==> config.mk <==
export PLATFORM = sky130hd
export DESIGN_NAME = seep_two_wire
export DESIGN_NICKNAME = d
export VERILOG_FILES = /design/src/hw/seep_pkg.sv /design/src/hw/seep_two_wire.sv /design/src/hw/seep_deglitch.sv
export VERILOG_INCLUDE_DIRS = /design/src /design/src/hw
export SDC_FILE = /design/constraint.sdc
export NUM_CORES = 2
export LEC_CHECK = 0
export ABC_AREA = 1
export BUFFER_PORTS_ARGS = -buffer_cell sky130_fd_sc_hd__buf_2
export CELL_PAD_IN_SITES_DETAIL_PLACEMENT = 2
export CELL_PAD_IN_SITES_GLOBAL_PLACEMENT = 2
export CORE_ASPECT_RATIO = 1.1
export CORE_MARGIN = 3
export CORE_UTILIZATION = 50
export CTS_BUF_LIST = sky130_fd_sc_hd__clkbuf_8
export DETAILED_ROUTE_END_ITERATION = 6
export PLACE_DENSITY = 0.93
export SYNTH_ARGS = -nofsm -noshare
export SYNTH_HDL_FRONTEND = slang
export SYNTH_MEMORY_MAX_BITS = 65536
export SYNTH_SLANG_ARGS = --single-unit
==> constraint.sdc <==
create_clock -name SYS_CLK_I -period 19.8 [get_ports SYS_CLK_I]
set_input_delay 1.98 -clock SYS_CLK_I [delete_from_list [all_inputs] [get_ports SYS_CLK_I]]
set_output_delay 1.98 -clock SYS_CLK_I [all_outputs]
set_load 0.01 [all_outputs]
==> src/hw/seep_map.svh <==
// constants for the two-wire serial memory target: timing, layout, address-word fields
//
// Functional notes
// RQ1: accept one to sixteen bytes, program together
// RQ2: further data bytes extend a write into page write
// RQ3: page write increments only the page offset
// RQ4: page offset wraps inside page, later bytes overwrite
// RQ5: stop after write data starts program cycle
// RQ6: guarded: ack address words, nack data, no programming
// RQ7: guarded page write nacked after first byte
// RQ8: write-direction address word doubles as busy poll
// RQ9: poll nacked while programming, acked when done
// RQ10: master starts reads with read/write bit one
// RQ11: address counter holds last accessed address plus one
// RQ12: current read acks then shifts byte msb first
// RQ13: master nack then stop ends a read
// RQ14: read past top of memory wraps to zero
// RQ15: write counter wraps within its page
// RQ16: counter undefined at power-up; master sets it first
// RQ17: dummy write then repeated start gives random read
// RQ18: master ack after read byte sends next byte
// RQ19: sequential read wraps to zero and continues
// RQ20: reject pulses under fifty ns on both lines
// RQ21: check type code and select straps; mismatch to standby
// RQ22: ignore bus while programming, then standby
// RQ23: program cycle lasts at most five milliseconds
// RQ24: no ack and no stop: release line, stop sending
// RQ25: array address from upper bit plus address byte
`ifndef SEEP_MAP_SVH
`define SEEP_MAP_SVH

// ----------------------------------------------------------------
// clock and timing
// ----------------------------------------------------------------
`define SEEP_CLK_PERIOD_NS 8
`define SEEP_FILT_NS 50
// least time: round up to whole cycles
`define SEEP_FILT_CYCLES ((`SEEP_FILT_NS + `SEEP_CLK_PERIOD_NS - 1) / `SEEP_CLK_PERIOD_NS)
`define SEEP_PROG_TIME_NS 5000000
// longest time: round down
`define SEEP_PROG_CYCLES (`SEEP_PROG_TIME_NS / `SEEP_CLK_PERIOD_NS)

// ----------------------------------------------------------------
// memory layout
// ----------------------------------------------------------------
`define SEEP_MEM_BYTES 512
`define SEEP_PAGE_BYTES 16
`define SEEP_BYTE_BITS 8

// ----------------------------------------------------------------
// address word fields
// ----------------------------------------------------------------
`define SEEP_AW_TYPE_MSB 7
`define SEEP_AW_TYPE_LSB 4
`define SEEP_AW_SEL_HI 3
`define SEEP_AW_SEL_LO 2
`define SEEP_AW_UPPER 1
`define SEEP_AW_RW 0

// ----------------------------------------------------------------
// reset values
// ----------------------------------------------------------------
`define SEEP_RST_ADDR 9'h000
`define SEEP_RST_BYTE 8'h00
`define SEEP_RST_MASK 16'h0000

`endif

==> src/hw/seep_pkg.sv <==
// types shared by the two-wire serial memory target
package seep_pkg;
  // bus-side protocol phases
  typedef enum logic [3:0] {
    SEEP_IDLE,
    SEEP_DEVW,
    SEEP_DEVACK,
    SEEP_MADDR,
    SEEP_MACK,
    SEEP_WDATA,
    SEEP_WACK,
    SEEP_RDATA,
    SEEP_RACK
  } seep_state_e;

  typedef logic [8:0] seep_addr_t;
  typedef logic [7:0] seep_byte_t;
endpackage

==> src/hw/seep_two_wire.sv <==
// two-wire serial memory target: protocol engine, page buffer, array, program timer
`include "seep_map.svh"
module seep_two_wire #(
  parameter int unsigned PROG_CYCLES = `SEEP_PROG_CYCLES,
  parameter int unsigned FILT_CYCLES = `SEEP_FILT_CYCLES,
  parameter logic [3:0] DEVICE_TYPE_CODE = 4'h5, // arbitrary value
  parameter int unsigned MEM_BYTES = `SEEP_MEM_BYTES,
  parameter int unsigned PAGE_BYTES = `SEEP_PAGE_BYTES
) (
  input wire logic SYS_CLK_I,
  input wire logic SRST_I,
  input wire logic CE_I,
  input wire logic SCL_I,
  input wire logic SDA_I,
  output logic SDA_O,
  output logic SDA_OE_O,
  input wire logic WRITE_GUARD_I,
  input wire logic CHIP_SELECT_STRAP_HI_I,
  input wire logic CHIP_SELECT_STRAP_LO_I,
  output logic BUSY_O,
  output seep_pkg::seep_byte_t RD_BYTE_O
);
  import seep_pkg::*;

  localparam int unsigned PCW = $clog2(PROG_CYCLES + 1);
  localparam logic [PCW-1:0] PROG_LAST = PCW'(PROG_CYCLES - 1);
  localparam logic [PCW-1:0] PAGE_SPAN = PCW'(PAGE_BYTES);

  // ----------------------------------------------------------------
  // pin conditioning
  // ----------------------------------------------------------------
  logic scl_f;
  logic sda_f;
  logic guard_f;
  logic sel_hi_f;
  logic sel_lo_f;

  // each pin: two flops, then the noise window
  seep_deglitch #(.STABLE_CYCLES(FILT_CYCLES), .RESET_LEVEL(1'b1)) u_scl (
    .clk_i(SYS_CLK_I), .srst_i(SRST_I), .ce_i(CE_I), .pin_i(SCL_I), .level_o(scl_f)
  );
  seep_deglitch #(.STABLE_CYCLES(FILT_CYCLES), .RESET_LEVEL(1'b1)) u_sda (
    .clk_i(SYS_CLK_I), .srst_i(SRST_I), .ce_i(CE_I), .pin_i(SDA_I), .level_o(sda_f)
  );
  seep_deglitch #(.STABLE_CYCLES(FILT_CYCLES), .RESET_LEVEL(1'b0)) u_guard (
    .clk_i(SYS_CLK_I), .srst_i(SRST_I), .ce_i(CE_I), .pin_i(WRITE_GUARD_I),
    .level_o(guard_f)
  );
  seep_deglitch #(.STABLE_CYCLES(FILT_CYCLES), .RESET_LEVEL(1'b0)) u_sel_hi (
    .clk_i(SYS_CLK_I), .srst_i(SRST_I), .ce_i(CE_I), .pin_i(CHIP_SELECT_STRAP_HI_I),
    .level_o(sel_hi_f)
  );
  seep_deglitch #(.STABLE_CYCLES(FILT_CYCLES), .RESET_LEVEL(1'b0)) u_sel_lo (
    .clk_i(SYS_CLK_I), .srst_i(SRST_I), .ce_i(CE_I), .pin_i(CHIP_SELECT_STRAP_LO_I),
    .level_o(sel_lo_f)
  );

  // ----------------------------------------------------------------
  // bus event decode
  // ----------------------------------------------------------------
  logic scl_q_r;
  logic sda_q_r;

  // previous filtered levels for edge detection
  always_ff @(posedge SYS_CLK_I) begin
    if (SRST_I) begin
      scl_q_r <= 1'b1;
      sda_q_r <= 1'b1;
    end else if (CE_I) begin
      scl_q_r <= scl_f;
      sda_q_r <= sda_f;
    end
  end

  seep_state_e st_r;
  logic [3:0] bit_cnt_r;
  seep_byte_t shf_r;
  logic oe_r;
  logic rw_r;
  logic mack_r;
  logic busy_r;
  logic [PCW-1:0] prog_cnt_r;
  seep_addr_t addr_r;
  logic upper_address_bit_r;
  logic [PAGE_BYTES-1:0] page_vld_r;
  logic [4:0] page_base_r;
  seep_byte_t page_buf [PAGE_BYTES];
  seep_byte_t mem [MEM_BYTES];
  seep_byte_t rd_byte;

  logic act;
  logic ev_rise;
  logic ev_fall;
  logic ev_start;
  logic ev_stop;
  logic byte_end;
  logic dev_match;
  logic dev_done;
  logic maddr_done;
  logic wbyte_take;
  logic ld_rd;
  logic prog_go;
  logic prog_end;

  // bus ignored entirely while programming
  assign act = CE_I & ~busy_r; // see RQ22
  assign ev_rise = act & scl_f & ~scl_q_r;
  assign ev_fall = act & ~scl_f & scl_q_r;
  assign ev_start = act & scl_f & scl_q_r & sda_q_r & ~sda_f;
  assign ev_stop = act & scl_f & scl_q_r & ~sda_q_r & sda_f;
  assign byte_end = ev_fall & (bit_cnt_r == 4'd8);

  // type code, select straps; upper bit and direction taken later
  assign dev_match = (shf_r[`SEEP_AW_TYPE_MSB:`SEEP_AW_TYPE_LSB] == DEVICE_TYPE_CODE)
                   & (shf_r[`SEEP_AW_SEL_HI] == sel_hi_f)
                   & (shf_r[`SEEP_AW_SEL_LO] == sel_lo_f); // see RQ21
  assign dev_done = byte_end & (st_r == SEEP_DEVW);
  assign maddr_done = byte_end & (st_r == SEEP_MADDR);
  assign wbyte_take = byte_end & (st_r == SEEP_WDATA) & ~guard_f; // see RQ6
  assign ld_rd = ev_fall & (((st_r == SEEP_DEVACK) & rw_r) | ((st_r == SEEP_RACK) & mack_r));
  // stop after accepted data launches programming
  assign prog_go = ev_stop & (|page_vld_r); // see RQ5
  assign prog_end = CE_I & busy_r & (prog_cnt_r == PROG_LAST);
  assign rd_byte = mem[addr_r];

  // ----------------------------------------------------------------
  // protocol engine
  // ----------------------------------------------------------------
  // bit shifting, acknowledge drive and phase sequencing
  always_ff @(posedge SYS_CLK_I) begin
    if (SRST_I) begin
      st_r <= SEEP_IDLE;
      bit_cnt_r <= 4'h0;
      shf_r <= `SEEP_RST_BYTE;
      oe_r <= 1'b0;
      rw_r <= 1'b0;
      mack_r <= 1'b0;
    end else if (CE_I) begin
      if (busy_r) begin
        st_r <= SEEP_IDLE; // see RQ22
        oe_r <= 1'b0;
      end else if (ev_stop) begin
        st_r <= SEEP_IDLE; // see RQ13
        oe_r <= 1'b0;
      end else if (ev_start) begin
        st_r <= SEEP_DEVW;
        bit_cnt_r <= 4'h0;
        oe_r <= 1'b0;
      end else begin
        case (st_r)
          SEEP_DEVW, SEEP_MADDR, SEEP_WDATA: begin
            if (ev_rise) begin
              shf_r <= {shf_r[6:0], sda_f};
              bit_cnt_r <= bit_cnt_r + 4'd1;
            end else if (byte_end) begin
              bit_cnt_r <= 4'h0;
              if (st_r == SEEP_DEVW) begin
                // either direction acks when idle, so a poll answers done
                if (dev_match) begin
                  oe_r <= 1'b1; // see RQ8, RQ9
                  rw_r <= shf_r[`SEEP_AW_RW];
                  st_r <= SEEP_DEVACK;
                end else begin
                  st_r <= SEEP_IDLE; // see RQ21
                end
              end else if (st_r == SEEP_MADDR) begin
                oe_r <= 1'b1; // see RQ6, RQ17
                st_r <= SEEP_MACK;
              end else if (guard_f) begin
                // guarded data byte: leave line high and drop out
                oe_r <= 1'b0; // see RQ6, RQ7
                st_r <= SEEP_IDLE;
              end else begin
                oe_r <= 1'b1; // see RQ2
                st_r <= SEEP_WACK;
              end
            end
          end
          SEEP_DEVACK: begin
            if (ev_fall) begin
              if (rw_r) begin
                oe_r <= ~rd_byte[7]; // see RQ12
                shf_r <= {rd_byte[6:0], 1'b0};
                bit_cnt_r <= 4'd1;
                st_r <= SEEP_RDATA;
              end else begin
                oe_r <= 1'b0;
                bit_cnt_r <= 4'h0;
                st_r <= SEEP_MADDR;
              end
            end
          end
          SEEP_MACK, SEEP_WACK: begin
            if (ev_fall) begin
              oe_r <= 1'b0;
              bit_cnt_r <= 4'h0;
              st_r <= SEEP_WDATA; // see RQ2
            end
          end
          SEEP_RDATA: begin
            if (ev_fall) begin
              if (bit_cnt_r == 4'd8) begin
                oe_r <= 1'b0;
                st_r <= SEEP_RACK;
              end else begin
                oe_r <= ~shf_r[7]; // see RQ12
                shf_r <= {shf_r[6:0], 1'b0};
                bit_cnt_r <= bit_cnt_r + 4'd1;
              end
            end
          end
          SEEP_RACK: begin
            if (ev_rise) begin
              mack_r <= ~sda_f;
            end else if (ev_fall) begin
              if (mack_r) begin
                oe_r <= ~rd_byte[7]; // see RQ18
                shf_r <= {rd_byte[6:0], 1'b0};
                bit_cnt_r <= 4'd1;
                st_r <= SEEP_RDATA;
              end else begin
                // no ack: line stays released until next start or stop
                oe_r <= 1'b0; // see RQ24
                st_r <= SEEP_IDLE;
              end
            end
          end
          SEEP_IDLE: begin
            oe_r <= 1'b0;
          end
          default: begin
            st_r <= SEEP_IDLE;
            oe_r <= 1'b0;
          end
        endcase
      end
    end
  end

  // ----------------------------------------------------------------
  // address counter
  // ----------------------------------------------------------------
  // holds last accessed location plus one
  always_ff @(posedge SYS_CLK_I) begin
    if (SRST_I) begin
      addr_r <= `SEEP_RST_ADDR; // see RQ16
      upper_address_bit_r <= 1'b0;
    end else if (CE_I) begin
      if (dev_done & dev_match) begin
        upper_address_bit_r <= shf_r[`SEEP_AW_UPPER];
      end
      if (maddr_done) begin
        addr_r <= {upper_address_bit_r, shf_r}; // see RQ25, RQ17
      end else if (wbyte_take) begin
        // page offset only: stays inside the page
        addr_r[3:0] <= addr_r[3:0] + 4'd1; // see RQ3, RQ4, RQ15, RQ11
      end else if (ld_rd) begin
        // full-width increment wraps top of memory to zero
        addr_r <= addr_r + 9'd1; // see RQ11, RQ14, RQ18, RQ19
      end
    end
  end

  // ----------------------------------------------------------------
  // page buffer
  // ----------------------------------------------------------------
  // collects up to a page of bytes; rewritten offsets overwrite
  always_ff @(posedge SYS_CLK_I) begin
    if (SRST_I) begin
      page_vld_r <= `SEEP_RST_MASK;
      page_base_r <= 5'h00;
    end else if (CE_I) begin
      if (ev_start | prog_end) begin
        page_vld_r <= `SEEP_RST_MASK;
      end else if (wbyte_take) begin
        page_buf[addr_r[3:0]] <= shf_r; // see RQ1, RQ4
        page_vld_r[addr_r[3:0]] <= 1'b1;
        page_base_r <= addr_r[8:4];
      end
    end
  end

  // ----------------------------------------------------------------
  // program cycle
  // ----------------------------------------------------------------
  // timed from the stop to the end of programming
  always_ff @(posedge SYS_CLK_I) begin
    if (SRST_I) begin
      busy_r <= 1'b0;
      prog_cnt_r <= '0;
    end else if (CE_I) begin
      if (prog_go) begin
        busy_r <= 1'b1;
        prog_cnt_r <= '0;
      end else if (busy_r) begin
        if (prog_end) begin
          busy_r <= 1'b0; // see RQ23
        end
        prog_cnt_r <= prog_cnt_r + 1'b1;
      end
    end
  end

  // array update: one buffered byte per cycle at the head of the cycle
  always_ff @(posedge SYS_CLK_I) begin
    if (CE_I & busy_r & (prog_cnt_r < PAGE_SPAN)) begin
      if (page_vld_r[prog_cnt_r[3:0]]) begin
        mem[{page_base_r, prog_cnt_r[3:0]}] <= page_buf[prog_cnt_r[3:0]]; // see RQ1
      end
    end
  end

  // ----------------------------------------------------------------
  // outputs
  // ----------------------------------------------------------------
  // open drain: data output held low, enable carries the bit
  always_ff @(posedge SYS_CLK_I) begin
    if (SRST_I) begin
      SDA_O <= 1'b0;
      SDA_OE_O <= 1'b0;
      BUSY_O <= 1'b0;
      RD_BYTE_O <= `SEEP_RST_BYTE;
    end else if (CE_I) begin
      SDA_O <= 1'b0;
      SDA_OE_O <= oe_r;
      BUSY_O <= busy_r | prog_go;
      if (ld_rd) begin
        RD_BYTE_O <= rd_byte;
      end
    end
  end
endmodule // seep_two_wire

==> src/hw/seep_deglitch.sv <==
// two-flop synchroniser followed by a stability filter for one pin
`include "seep_map.svh"
module seep_deglitch #(
  parameter int unsigned STABLE_CYCLES = `SEEP_FILT_CYCLES,
  parameter logic RESET_LEVEL = 1'b1
) (
  input wire logic clk_i,
  input wire logic srst_i,
  input wire logic ce_i,
  input wire logic pin_i,
  output logic level_o
);
  localparam int unsigned CW = $clog2(STABLE_CYCLES + 1);
  localparam logic [CW-1:0] LAST = CW'(STABLE_CYCLES - 1);

  logic meta_r;
  logic sync_r;
  logic [CW-1:0] cnt_r;

  // ----------------------------------------------------------------
  // synchroniser
  // ----------------------------------------------------------------
  // first flop is read only by the second
  always_ff @(posedge clk_i) begin
    if (srst_i) begin
      meta_r <= RESET_LEVEL;
      sync_r <= RESET_LEVEL;
    end else if (ce_i) begin
      meta_r <= pin_i;
      sync_r <= meta_r;
    end
  end

  // ----------------------------------------------------------------
  // filter
  // ----------------------------------------------------------------
  // new level taken only after it stands the full window
  always_ff @(posedge clk_i) begin
    if (srst_i) begin
      cnt_r <= '0;
      level_o <= RESET_LEVEL;
    end else if (ce_i) begin
      if (sync_r == level_o) begin
        cnt_r <= '0;
      end else if (cnt_r == LAST) begin
        cnt_r <= '0;
        level_o <= sync_r; // see RQ20
      end else begin
        cnt_r <= cnt_r + 1'b1;
      end
    end
  end
endmodule // seep_deglitch

==> results by stage, run 1 <==
Die:
- Row generation in the floorplan step produced 226 rows.
- In this run the horizontal extent of the chip is 568 µm.
- The die is 625 µm tall.
- The boundary pin count is 19.
- For this configuration, the core starts out at a cell density of 50.3%.

Clock network:
- The CTS sink count is 4341.
- In this run the clock root is driven by a clkbuf_8.
- The count of instances resized after the clock tree is built is 0.
- The TritonCTS buffer count is 700.
- For this design, the CTS-stage hold fixing added 0 buffers.
- The deepest clock path buffer count is 4.
- Post-CTS timing repair inserted 0 buffers for setup.
- The clock tree synthesis step divided the H-tree into 6 levels.

Yosys:
- The cell count after synthesis is 14200.
- Each instance of the synthesized netlist takes up on average 12.3 µm².
- The number of storage elements in the synthesis netlist is 4341.
- In the synthesized netlist the dominant register cell turns out to be edfxtp_1.
- The share of synthesized flip-flops with an asynchronous set or reset is 0%.
- The count of cell types in the netlist is 49.
- The number of nets handed over by synthesis was 14200.
- The synthesized design contains 4224 enable-type register cells.
- For this run, the number of Yosys warnings is 0.
- The synthesized cell area is 0.174 mm².
- For this run, the register share of the synthesized area comes to 74.3%.

Run status:
- The first error in the log reads "[ERROR GRT-0232] Routing congestion too high. Check the congestion heatmap in the GUI".
- The terminating stage of the flow is global routing (5_1_grt).
- The flow did not finish.

Placement:
- After legalization and detailed placement, the total HPWL measured 494 mm.
- During placement, the flow inserted port buffers numbering 17.
- The final weighted congestion in routability-driven placement is 0.854.
- The instance area after placement is 0.178 mm².

GRT:
- Summed over all layers, the global routing overflow is 93.
- The number of antenna violations at the first check in global routing is 154.
- The global routing usage summed across all routing layers is 71.3%.
- Entering global routing, the biggest net connects 208 pins.
==> cells by family after synthesis <==
group	count (synthesis)	share of synthesized area (%)
buffers and inverters	1245	2.94
and+or+nand+nor	5161	12.0
xor gates and xnor gates	19	0.0957
AOI/OAI and AO/OA	3356	10.4
adders and majority gates	10	0.0719
muxes	32	0.184
other	1	0.00216
DFF	4341	74.3
==> layer usage <==
metal,overflow,GRT usage (%)
met2,28,88.5
met3,4,51.8
met1,2,70.9
met5,0,28.2
met4,59,76.6
==> cells in the mapped netlist, types with 26 or more instances <==
cell | number | share of area [%]
edfxtp_1 | 4224 | 73
nor2_1 | 2725 | 5.9
o21ai_0 | 2203 | 6.3
nand2_1 | 1756 | 3.8
o22ai_1 | 813 | 2.9
clkbuf_1 | 698 | 1.5
inv_1 | 271 | 0.58
nand3_1 | 259 | 0.75
a21oi_1 | 230 | 0.66
nand4_1 | 177 | 0.64
buf_2 | 169 | 0.49
nor2_2 | 130 | 0.47
dfxtp_1 | 117 | 1.3
buf_1 | 66 | 0.14
o211ai_1 | 55 | 0.24
nor3_1 | 44 | 0.13
mux2i_1 | 32 | 0.18
buf_6 | 26 | 0.17
nand2_4 | 26 | 0.17
==> per-stage QoR <==
stage	setup WS, ns	hold WS [ns]	std cells	utilization [%]
2_1_floorplan	10.56	0.429	14200	-
3_3_place_gp	13.56	0.455	18000	51.4
3_5_place_dp	13.04	0.477	18000	51.4
4_1_cts	12.57	0.504	19200	55.0
==> run 2, diff against run 1 <==
--- a/config.mk
+++ b/config.mk
@@ -8,14 +8,10 @@
 export LEC_CHECK = 0
 export ABC_AREA = 1
 export BUFFER_PORTS_ARGS = -buffer_cell sky130_fd_sc_hd__buf_2
-export CELL_PAD_IN_SITES_DETAIL_PLACEMENT = 2
-export CELL_PAD_IN_SITES_GLOBAL_PLACEMENT = 2
-export CORE_ASPECT_RATIO = 1.1
 export CORE_MARGIN = 3
-export CORE_UTILIZATION = 50
-export CTS_BUF_LIST = sky130_fd_sc_hd__clkbuf_8
+export CORE_UTILIZATION = 40
 export DETAILED_ROUTE_END_ITERATION = 6
-export PLACE_DENSITY = 0.93
+export PLACE_DENSITY_LB_ADDON = 0.15
 export SYNTH_ARGS = -nofsm -noshare
 export SYNTH_HDL_FRONTEND = slang
 export SYNTH_MEMORY_MAX_BITS = 65536
==> results by stage, run 2 <==
Clock network:
- The clock tree from TritonCTS is built.
- The count of H-tree levels built during CTS is 5 (was 6).
- The count of instances resized after the clock tree is built was 0 (unchanged).
- The total setup buffers inserted after CTS came to 0 (unchanged).
- The clock tree root driver cell is clkbuf_16 (was clkbuf_8).
- The TritonCTS buffer count is 457 (was 700).
- The CTS sink count is 4341 (unchanged).
- The clock-pin slew reported for the worst setup and hold paths after clock tree synthesis is 0.06 ns.
- The number of hold buffers added after CTS is 0 (unchanged).
- The deepest clock path buffer count is 4 (unchanged).
- Clock latency on the worst-skew pair, taken at its later pin, is 1.02 ns.

Timing:
- The worst hold slack is 0.463 ns.
- Across the routed clock network, the largest skew measured is 0.0795 ns.
- The worst pin sits at a relative slew slack of 5.29%.
- Setup violations remaining at the end of the flow were counted as 0.
- The number of failing hold endpoints at the final stage is 0.
- The accumulated negative setup slack is 0 ns.
- The count of pins over their slew limit was 0.
- Dividing the final minimum period by the clock period gives 35.9%.
- Setup repair after global routing left no endpoint under its margin.
- For the pin with the worst max-slew slack, the measured transition is 1.42 ns.
- After layout, the minimum clock period comes to 7.11 ns.
- For this run, the top clock speed supported by timing is 141 MHz.

Hold path:
- The hold path startpoint is u_scl.meta_r.
- The number of cells traversed by the worst hold path is 2.
- For hold timing, the worst endpoint is u_scl.meta_r.
- The tightest min-delay check is of the register to register type.

Die:
- The vertical die dimension is 665 µm (was 625 µm).
- The boundary pin count came to 19 (unchanged).
- The row count is 241 (was 226).
- The die covers 0.443 mm².
- The starting density of the core is 40.3% (was 50.3%).
- The horizontal die dimension is 665 µm (was 568 µm).
- The core region is 0.432 mm².

Drt:
- The first detailed-routing pass took 6 iterations.
- The violation count after the first detailed-routing iteration is 12800.
- The count of vias placed by the detailed router is 112000.
- After detailed routing, the number of remaining DRC violations is 0.
- Dividing the detail-routed via count by the number of cells gives 5.60.
- The remaining antenna violation count after routing is 0.
- After detailed routing, the average wire length per cell comes to 26.4 µm.
- The final layout contains routed wiring with a total length of 527 mm.

Cells and area:
- The total number of nets in the final design is 13900.
- The flip-flop count of the largest register, all copies and words added is 4096.
- The filler cells instantiated in the layout total 39300.
- The area of all placed cells without fillers is 0.194 mm².
- Of the cells placed in the final design, the portion with a size suffix greater than 1 is 7.50%.
- In the layout the commonest cells are edfxtp_1, nor2_1, o21ai_0.
- The layout-stage area growth over the synthesis result is 11.5%.
- Leaving out filler cells and counting taps, the final layout contains 20000.
- Leaving out fill and tap cells, the most frequent cell in the layout is edfxtp_1.
- Summing all multi-input logic gate instances after layout gives 0.0399 mm².
- The area taken by flip-flops and latches is 0.129 mm².

Placement:
- The count of input and output buffers is 17 (unchanged).
- The instance area after placement is 0.179 mm² (was 0.178 mm²).
- The number of cells after detailed placement is 19200 (was 18000).
- The detailed placer's ending HPWL came to 294 mm (was 494 mm).
- The final weighted congestion in routability-driven placement is 0.834 (was 0.854).

Critical path:
- Measured in cells, the most critical reg-to-reg path has a length of 19.
- The end of the worst register-to-register path is oe_r.
- The data arrival time of the critical path is 8.01 ns.
- Data on the critical path is required at its endpoint by 20.69 ns.
- The sort of element at the end of the critical path is a register.
- Along the worst path, the maximum fanout reaches 162.
- The setup slack of the worst register-to-register path is 12.69 ns.
- In this run the critical register-to-register path is launched from addr_r[0].
- The worst setup path is launched from a register.
- The critical path is of the register to register type.

Yosys:
- The xor-xnor portion of the synthesized cell area is 0.0957% (unchanged).
- The most repeated cell in the gate-level netlist after synthesis is edfxtp_1 (unchanged).
- The count of cell types in the netlist is 49 (unchanged).
- The compound-gate portion of the synthesized area is 10.4% (unchanged).
- The count of flip-flops with a built-in enable after synthesis is 4224 (unchanged).
- The post-synth net total is 14200 (unchanged).
- The dominant combinational cell family by area after synthesis is simple AND/OR/NAND/NOR gates (unchanged).
- The fraction of the mapped netlist area in adder cells is 0.0719% (unchanged).
- Leading post-synthesis cells by cell area: edfxtp_1, o21ai_0, nor2_1, nand2_1, o22ai_1 (unchanged).
- The synthesized cell area came to 0.174 mm² (unchanged).
- The cell type with the highest aggregate area in the netlist is edfxtp_1 (unchanged).
- The multiplexer fraction of the synthesized cell area is 0.184% (unchanged).
- Leading cell types by count after synthesis: edfxtp_1, nor2_1, o21ai_0 (unchanged).
- The basic-gate share of the synthesized area counting and, or, nand and nor cells came to 12.0% (unchanged).
- The cell count after synthesis is 14200 (unchanged).
- The number of storage elements in the synthesis netlist is 4341 (unchanged).
- The most common flop cell mapped by yosys is edfxtp_1 (unchanged).
- The fraction of post-synthesis cell area in the top cell type by area is 72.9% (unchanged).
- The per-instance average area after synthesis was 12.3 µm² (unchanged).
- The sequential fraction of the synthesis area came to 74.3% (unchanged).
- The share of synthesized flip-flops with an asynchronous set or reset is 0% (unchanged).
- The count of synthesis-stage warnings from yosys is 0 (unchanged).

Power and ir drop:
- Across the VDD grid, the largest voltage drop is 0.0749 mV.
- Summed over all cells, the static leakage comes to 0.0635 µW.
- The power density normalized to cell area is 95.6 mW/mm².

GRT:
- For this run the aggregate overflow at the end of global routing stands at 0.
- The number of antenna violations at the first check in global routing is 33.
- The wire length of the first global-routing pass is 762 mm.
- The global routing usage summed across all routing layers is 23.1%.
- Entering global routing, the biggest net connects 204 pins.
- The number of global-route vias before repair is 106000.

Run status:
- Run status: finished, final reports clean (was did not finish).

Flow run:
- The tool flagged a number of max-cap violations equal to 0.
-- run 2: worst max-delay path by stage --
stage / from / slack [ns] / to
floorplan: register / 10.56 / mem[0][1]
global placement: addr_r[0] / 12.60 / oe_r
detailed placement: addr_r[0] / 12.75 / oe_r
CTS: addr_r[0] / 12.74 / oe_r
global route: addr_r[0] / 12.19 / oe_r
finish: addr_r[0] / 12.69 / oe_r
-- run 2: cells by family after synthesis --
group | Yosys count
compound gates | 3356
xor+xnor | 19
fa+ha+maj | 10
buf+inv | 1245
flops | 4341
mux | 32
other cells | 1
simple gates | 5161
-- run 2: layout make-up --
type	instances	area share, %
Antenna cell	9	0.0116
Clock buffer	594	6.28
Clock inverter	250	1.22
Inverter	277	0.550
Multi-Input combinational cell	8579	20.6
Sequential cell	4341	66.6
Tap cell	5710	3.68
Timing Repair Buffer	243	1.03
-- run 2: worst max-delay path, cell delays in order (launching register included) --
cell,delay (ns)
dfxtp_4,0.75
buf_4,0.60
buf_4,0.68
buf_12,0.48
buf_12,0.58
buf_4,0.77
buf_4,0.75
o21ai_0,0.20
o22ai_1,0.20
a21oi_1,0.09
nand2_1,0.17
nand3_1,0.12
nand3_1,0.16
nand3_1,0.47
nand2_1,0.22
nand2_1,0.12
nand2_1,0.09
nand2_1,0.05
nand2_1,0.07
a21oi_1,0.06
-- run 2: per-stage QoR --
stage,util (%),power (µW),worst slack (ns)
5_1_grt,44.9,19000,12.19
3_3_place_gp,41.5,10300,12.60
2_1_floorplan,-,10200,10.56
3_5_place_dp,41.5,10300,12.75
6_report,44.9,18500,12.69
4_1_cts,44.9,18600,12.74
-- run 2: power breakdown --
group,leakage [µW],switching (µW),internal (µW)
Sequential,0.0389,10.1,9960
Combinational,0.0175,122,33.2
Clock,0.00709,3630,4780
-- run 2: metal layers --
| metal | GRT usage (%) | wire length [µm] | up-vias |
|---|---|---|---|
| met2 | 36.4 | 243000 | 3943 |
| met1 | 33.7 | 233000 | 56600 |
| met4 | 6.60 | 15200 | 0 |
| met5 | 0 | 0 | - |
| met3 | 3.10 | 36700 | 710 |
| li1 | - | - | 50700 |
(Power assumes the default switching activity.)
